### config.mk
export PLATFORM = sky130hd
export DESIGN_NAME = ccx_exec
export DESIGN_NICKNAME = d
export VERILOG_FILES = /design/src/ccx_pkg.sv /design/src/ccx_exec.sv
export SDC_FILE = /design/constraint.sdc
export NUM_CORES = 1
export LEC_CHECK = 0
export ABC_AREA = 1
export BUFFER_PORTS_ARGS = -buffer_cell sky130_fd_sc_hd__buf_4
export CAP_MARGIN = 20
export CORE_ASPECT_RATIO = 0.6
export CORE_UTILIZATION = 28
export DETAILED_ROUTE_END_ITERATION = 8
export GPL_ROUTABILITY_DRIVEN = 0
export PLACE_DENSITY = 0.41
export SLEW_MARGIN = 20
export SYNTH_ARGS = -nofsm -noshare
export SYNTH_HDL_FRONTEND = slang
export SYNTH_SLANG_ARGS = --single-unit
### constraint.sdc
create_clock -name aclk -period 3.1 [get_ports aclk]
set_input_delay 0.155 -clock aclk [delete_from_list [all_inputs] [get_ports aclk]]
set_output_delay 0.155 -clock aclk [all_outputs]
set_load 0.02 [all_outputs]
### src/ccx_pkg.sv
// Constants for the clear and complement execute block
// What this block does
// - Clear-file zeroes register and sets zero flag
// - Watchdog-clear resets watchdog counter in one cycle
// - Prescaler cleared only when assigned to watchdog
// - Watchdog-clear sets time-out and power-down flags
// - Complement-file with d zero writes working register
// - Complement-file with d one writes file back
package ccx_pkg;
    // Instruction word width
    localparam int INSN_W = 12;
    // Opcode patterns
    localparam logic [11:0] OP_WDOG_CLR = 12'h004;
    localparam logic [6:0] OP_CLR_FILE_HI = 7'h03;
    localparam logic [5:0] OP_COMP_FILE_HI = 6'h09;
    // Register map offsets
    localparam logic [7:0] OFF_CTRL = 8'h00;
    localparam logic [7:0] OFF_INSN = 8'h04;
    localparam logic [7:0] OFF_STAT = 8'h08;
    localparam logic [7:0] OFF_WREG = 8'h0C;
    localparam logic [7:0] OFF_WDOG = 8'h10;
    localparam logic [7:0] OFF_FILE = 8'h80;
    // Status bit positions
    localparam int STAT_Z = 2;
    localparam int STAT_PWD_N = 3;
    localparam int STAT_TMO_N = 4;
    // Reset values
    localparam logic [7:0] STAT_RST = 8'h18;
    localparam logic [7:0] WDOG_RST = 8'h00;
    // AXI response codes
    localparam logic [1:0] RESP_OKAY = 2'h0;
    localparam logic [1:0] RESP_SLVERR = 2'h2;
endpackage

### src/ccx_exec.sv
// Decode and execute of clear, watchdog-clear and complement instructions
//
// The placing of the registers and the AXI4-Lite register port are this design's own decisions.
`timescale 1ns/1ps
`default_nettype none
module ccx_exec (
    input wire logic aclk,
    input wire logic aresetn,
    input wire logic [7:0] s_axi_awaddr,
    input wire logic s_axi_awvalid,
    output logic s_axi_awready,
    input wire logic [31:0] s_axi_wdata,
    input wire logic [3:0] s_axi_wstrb,
    input wire logic s_axi_wvalid,
    output logic s_axi_wready,
    output logic [1:0] s_axi_bresp,
    output logic s_axi_bvalid,
    input wire logic s_axi_bready,
    input wire logic [7:0] s_axi_araddr,
    input wire logic s_axi_arvalid,
    output logic s_axi_arready,
    output logic [31:0] s_axi_rdata,
    output logic [1:0] s_axi_rresp,
    output logic s_axi_rvalid,
    input wire logic s_axi_rready
);
    // Whole module state
    typedef struct packed {
        logic [31:0][7:0] file; // Packed so the struct stays packed
        logic [7:0] wreg;
        logic [7:0] stat;
        logic [7:0] wdog;
        logic [7:0] presc;
        logic presc_wdog;
        logic aw_got;
        logic [7:0] aw_addr;
        logic w_got;
        logic [31:0] w_data;
        logic [3:0] w_strb;
        logic bvalid;
        logic [1:0] bresp;
        logic rvalid;
        logic [31:0] rdata;
        logic [1:0] rresp;
        logic aw_rdy; // Registered write address ready
        logic w_rdy; // Registered write data ready
        logic ar_rdy; // Registered read address ready
    } ccx_state_t;

    ccx_state_t st_reg;
    ccx_state_t st_next;
    logic [11:0] insn;
    logic [7:0] fsrc;
    logic [7:0] inv;

    // Tell whether a byte address falls on a word-aligned file slot
    function automatic logic is_file(input logic [7:0] a);
        return a[7] && (a[1:0] == 2'h0);
    endfunction

    // Write path, decode and execute
    always_comb begin
        st_next = st_reg;
        insn = 12'h000;
        fsrc = st_reg.file[0];
        inv = 8'h00;
        // Capture address and data in either order
        if (s_axi_awvalid && !st_reg.aw_got) begin
            st_next.aw_got = 1'b1;
            st_next.aw_addr = s_axi_awaddr;
        end
        if (s_axi_wvalid && !st_reg.w_got) begin
            st_next.w_got = 1'b1;
            st_next.w_data = s_axi_wdata;
            st_next.w_strb = s_axi_wstrb;
        end
        // Both held and no response pending: perform write
        if (st_reg.aw_got && st_reg.w_got && !st_reg.bvalid) begin
            st_next.aw_got = 1'b0;
            st_next.w_got = 1'b0;
            st_next.bvalid = 1'b1;
            st_next.bresp = ccx_pkg::RESP_OKAY;
            if (st_reg.aw_addr == ccx_pkg::OFF_INSN) begin
                // Instruction issue, executed in this single cycle
                insn = st_reg.w_data[11:0];
                fsrc = st_reg.file[insn[4:0]];
                inv = ~fsrc;
                if (insn == ccx_pkg::OP_WDOG_CLR) begin
                    st_next.wdog = 8'h00;
                    // Prescaler touched only when it serves the watchdog
                    if (st_reg.presc_wdog) begin
                        st_next.presc = 8'h00;
                    end
                    st_next.stat[ccx_pkg::STAT_TMO_N] = 1'b1;
                    st_next.stat[ccx_pkg::STAT_PWD_N] = 1'b1;
                end else if (insn[11:5] == ccx_pkg::OP_CLR_FILE_HI) begin
                    st_next.file[insn[4:0]] = 8'h00;
                    st_next.stat[ccx_pkg::STAT_Z] = 1'b1;
                end else if (insn[11:6] == ccx_pkg::OP_COMP_FILE_HI) begin
                    // Destination select
                    if (insn[5]) begin
                        st_next.file[insn[4:0]] = inv;
                    end else begin
                        st_next.wreg = inv;
                    end
                    st_next.stat[ccx_pkg::STAT_Z] = (inv == 8'h00);
                end
            end else if (st_reg.aw_addr == ccx_pkg::OFF_CTRL) begin
                // Prescaler assignment bit
                if (st_reg.w_strb[0]) begin
                    st_next.presc_wdog = st_reg.w_data[0];
                end
            end else if (st_reg.aw_addr == ccx_pkg::OFF_WREG) begin
                if (st_reg.w_strb[0]) begin
                    st_next.wreg = st_reg.w_data[7:0];
                end
            end else if (st_reg.aw_addr == ccx_pkg::OFF_WDOG) begin
                // Watchdog and prescaler preset for test
                if (st_reg.w_strb[0]) begin
                    st_next.wdog = st_reg.w_data[7:0];
                end
                if (st_reg.w_strb[1]) begin
                    st_next.presc = st_reg.w_data[15:8];
                end
            end else if (st_reg.aw_addr == ccx_pkg::OFF_STAT) begin
                if (st_reg.w_strb[0]) begin
                    st_next.stat = st_reg.w_data[7:0];
                end
            end else if (is_file(st_reg.aw_addr)) begin
                if (st_reg.w_strb[0]) begin
                    st_next.file[st_reg.aw_addr[6:2]] = st_reg.w_data[7:0];
                end
            end else begin
                // Unmapped address
                st_next.bresp = ccx_pkg::RESP_SLVERR;
            end
        end
        // Write response handshake
        if (st_reg.bvalid && s_axi_bready) begin
            st_next.bvalid = 1'b0;
        end
        // Read address accepted when no data pending
        if (s_axi_arvalid && !st_reg.rvalid) begin
            st_next.rvalid = 1'b1;
            st_next.rresp = ccx_pkg::RESP_OKAY;
            st_next.rdata = 32'h0000_0000;
            if (s_axi_araddr == ccx_pkg::OFF_CTRL) begin
                st_next.rdata[0] = st_reg.presc_wdog;
            end else if (s_axi_araddr == ccx_pkg::OFF_INSN) begin
                st_next.rdata = 32'h0000_0000;
            end else if (s_axi_araddr == ccx_pkg::OFF_STAT) begin
                st_next.rdata[7:0] = st_reg.stat;
            end else if (s_axi_araddr == ccx_pkg::OFF_WREG) begin
                st_next.rdata[7:0] = st_reg.wreg;
            end else if (s_axi_araddr == ccx_pkg::OFF_WDOG) begin
                st_next.rdata[15:0] = {st_reg.presc, st_reg.wdog};
            end else if (is_file(s_axi_araddr)) begin
                st_next.rdata[7:0] = st_reg.file[s_axi_araddr[6:2]];
            end else begin
                st_next.rresp = ccx_pkg::RESP_SLVERR;
            end
        end else if (st_reg.rvalid && s_axi_rready) begin
            st_next.rvalid = 1'b0;
        end
        // Readies kept in flops so outputs leave a register directly
        st_next.aw_rdy = !st_next.aw_got;
        st_next.w_rdy = !st_next.w_got;
        st_next.ar_rdy = !st_next.rvalid;
    end

    // State register with synchronous reset
    always_ff @(posedge aclk) begin
        if (!aresetn) begin
            st_reg <= '0;
            st_reg.stat <= ccx_pkg::STAT_RST;
            st_reg.wdog <= ccx_pkg::WDOG_RST;
            // All channels ready out of reset
            st_reg.aw_rdy <= 1'b1;
            st_reg.w_rdy <= 1'b1;
            st_reg.ar_rdy <= 1'b1;
        end else begin
            st_reg <= st_next;
        end
    end

    // Bus outputs straight from state
    always_comb begin
        s_axi_awready = st_reg.aw_rdy;
        s_axi_wready = st_reg.w_rdy;
        s_axi_bvalid = st_reg.bvalid;
        s_axi_bresp = st_reg.bresp;
        s_axi_arready = st_reg.ar_rdy;
        s_axi_rvalid = st_reg.rvalid;
        s_axi_rdata = st_reg.rdata;
        s_axi_rresp = st_reg.rresp;
    end

    // Instruction issue strobe seen by assertions
    logic issue;
    assign issue = aresetn && st_reg.aw_got && st_reg.w_got && !st_reg.bvalid
        && (st_reg.aw_addr == ccx_pkg::OFF_INSN);
    logic [11:0] iw;
    assign iw = st_reg.w_data[11:0];
endmodule
`default_nettype wire

==> results.md <==
* Status: finished clean
* H-tree depth at 2
* Initial drt markers at 3688
* Clk sink count at 340
* Area grow syn2layout at 16.19%
* Post-DP HPWL at 91090 um
* Simple logic cell fraction of the synthesized area at 0.4485
* Post-synthesis cell area at 25550 um2
* Gate power share at 0.155
* Pin count of the biggest net entering global routing at 115
* GRT Total Usage at 0.2817
* Mean post-synth cell area at 5.454 um2
* CTS Buf Count at 41
* RSZ-0062 raised after global routing: no
* Crit path from: iw[4]$_SDFFE_PN0P_
* Count of pins over their slew limit at 0
* Final Cell Area at 29680 um2
* Final min period at 2.940 ns
* Setup TNS at 0 ns
* Area contributors post-synth: dfxtp_1 (27%), nand2_1 (24%), nand3_1 (11%)
* Synth Area in Compound Gates at 0.1490
* CTS resizes at 0
* Max cap viols at 0
* CTS Hold Buffers Added at 37
* DR pass1 iterations at 6
* Reg power frac at 0.382
* Final hold violation count at 0
* Vias in the first global route at 26692
* Number of synthesized register bits at 340
* Most frequent cells in the layout: nand2_1 (1637), nand3_1 (579), inv_1 (509)
* PortBufs at 63
* Final ANT Viol Nets at 0
* Relative max-transition margin at 0.3201
* Max reg flops at 305
* Core area at 89970 um2
* Vias at 30443
* Pleak at 12.40 nW
* Worst-Margin Slew at 1.016 ns
* Hold Crit Start: s_axi_araddr[7]
* Flop2flop setup slack at 0.16 ns
* Die Footprint at 92500 um2
* R2R cell count at 12
* Maximum vdd drop at 0.3650 mV
* Tightest Hold Check Type: primary input to flop
* Reg-to-reg endpoint: st_reg[167]$_SDFFE_PN0P_
* Pint at 7.923 mW
* Post-route DRC at 0
* Deepest clock path buffer count at 3
* Largest family of logic cells by synthesized area: simple AND/OR/NAND/NOR gates
* Synth unique cells at 37
* Clock network fraction of total power at 0.463
* Max FO, Critical Path at 14
* Wire per inst at 22.42 um
* XOR/XNOR Fraction of Synth Area at 0
* CP endpoint kind: flop
* Post-synthesis adder-cell area fraction at 0
* Num rows at 85
* Crit start category: flop
* Post-CTS Repair Setup Buffers at 0
* Placed cell area at 27890 um2
* Final wirelength at 133700 um
* Worst r2r src: iw[4]$_SDFFE_PN0P_
* Setup CP Type: flop to flop
* Tcrit/Tclk final at 0.9483
* Net Sw Power at 3.746 mW
* Most common cell after layout, fill and taps aside: nand2_1
* Register area share after synthesis at 0.2664
* Final Setup Violations at 0
* Layout cells sized above 1 at 0.08268
* Die H at 236.0 um
* CTS root buf: clkbuf_16
* Post-Syn Instances at 4684
* Final Skew at 0.04405 ns
* CP arrival at 3.49 ns
* Fin nets at 4770
* Die Wd at 392.0 um
* CTS tree: done
* Clk Latency, worst-skew pair at 0.63 ns
* Drt via density at 5.107
* Setup crit end: st_reg[167]$_SDFFE_PN0P_
* First-pass GRT wire length at 191900 um
* Critical Path RT at 3.65 ns
* Synth Warn # at 0
* Fmax at 0.3402 GHz
* Initial antenna violation count at 7
* Pwr dens at 393.1 nW/um2
* Share of the synthesized area in the top cell type at 0.2664
* Yosys top cell by area: dfxtp_1
* I/O pins at 100
* Gr ovfl total at 0
* Multiplexer share of the synthesized area at 0
* Initial Util at 0.2840
* Clock-pin slew on the worst setup and hold paths at 0.06 ns
* Sw frac at 0.3210
==> critical path: stages, from the launching register on <==
cell and delay, ns:
dfxtp_2 0.35, buf_4 0.23, nor2_1 0.24, inv_1 0.13
nor2_2 0.45, inv_1 0.26, nor2_1 0.26, o22ai_1 0.17
nor2_4 0.31, inv_1 0.15, a21oi_1 0.20, nand2_1 0.07
inv_1 0.05
==> through the flow <==
step	std cells	power, mW	utilization	setup WS (ns)	hold WS [ns]
2_1_floorplan	4701	5.464	-	1.042	0.2540
3_3_place_gp	5849	6.268	0.3100	0.2944	0.3459
3_5_place_dp	5849	6.265	0.3100	0.2744	0.3476
4_1_cts	5959	11.73	0.3299	0.2408	0.08569
5_1_grt	5959	12.01	0.3299	0.008673	0.1601
6_report	5961	11.67	0.3299	0.1603	0.1139
==> synthesized netlist by cell type <==
cell type  count
a22oi_1        3
buf_6          7
buf_8          3
nor2_1       457
clkinv_1       6
o211ai_1       2
nand4_1       12
nand2_1     1647
a211oi_1       1
a21oi_1      306
nand3b_1       1
buf_4         54
nand2_4        1
o21ai_1        9
nor2_2         6
nand4_4        1
buf_1         21
nor3_4         1
inv_2         28
o22ai_1       37
nor3_2         5
clkbuf_1     190
inv_1        509
a32o_1         1
nand2_2        3
nor2_8         1
nand3_1      580
nor2_4        27
nor3_1        15
dfxtp_1      340
conb_1         1
o21ai_0      381
nand3b_4       1
o21ai_2        2
a31oi_1        1
o31ai_2        1
buf_2         23
==> cell families (layout without fill, tap and decap cells) <==
family / count (synthesis) / after routing
other cells: 1 / 20
flops: 340 / 340
buf+inv: 841 / 881
simple gates: 2758 / 2758
compound gates: 744 / 744
==> layout make-up <==
cell class	count	area, um2
tap	1218	1524
sequential	340	6822
multi-input combinational	3520	15380
antenna	2	5.005
inverter	543	2059
timing repair buffer	265	2482
clock inverter	15	226.5
clock buffer	58	1190
fill	10261	60290
==> routing by layer <==
metal,vias up,wire length (um),GRT usage
met1,14038,64500,0.4372
li1,14799,-,-
met2,1393,50120,0.3632
met3,205,15450,0.08228
met4,8,3555,0.07552
met5,-,50,0
==> power by group through the flow <==
stage	registers (mW)	logic, mW	clock network (mW)
after floorplan	4.54	0.924	0
after global placement	4.55	1.71	0
after detailed placement	4.55	1.71	0
after CTS	4.45	1.76	5.52
after global routing	4.46	1.87	5.67
final	4.46	1.81	5.40
==> how the worst min path moves through the flow <==
| stage | end | cells past startpoint |
|---|---|---|
| global route | s_axi_rdata[5]$_SDFFE_PN0P_ | 5 |
| finish | s_axi_rdata[8]$_SDFFE_PN0P_ | 7 |
| detailed placement | s_axi_bvalid$_SDFFE_PP0P_ | 2 |
| global placement | s_axi_bvalid$_SDFFE_PP0P_ | 2 |
| floorplan | s_axi_bvalid$_SDFFE_PP0P_ | 1 |
| CTS | s_axi_rdata[8]$_SDFFE_PN0P_ | 7 |
Note: power is estimated with default switching activity, not from simulation.
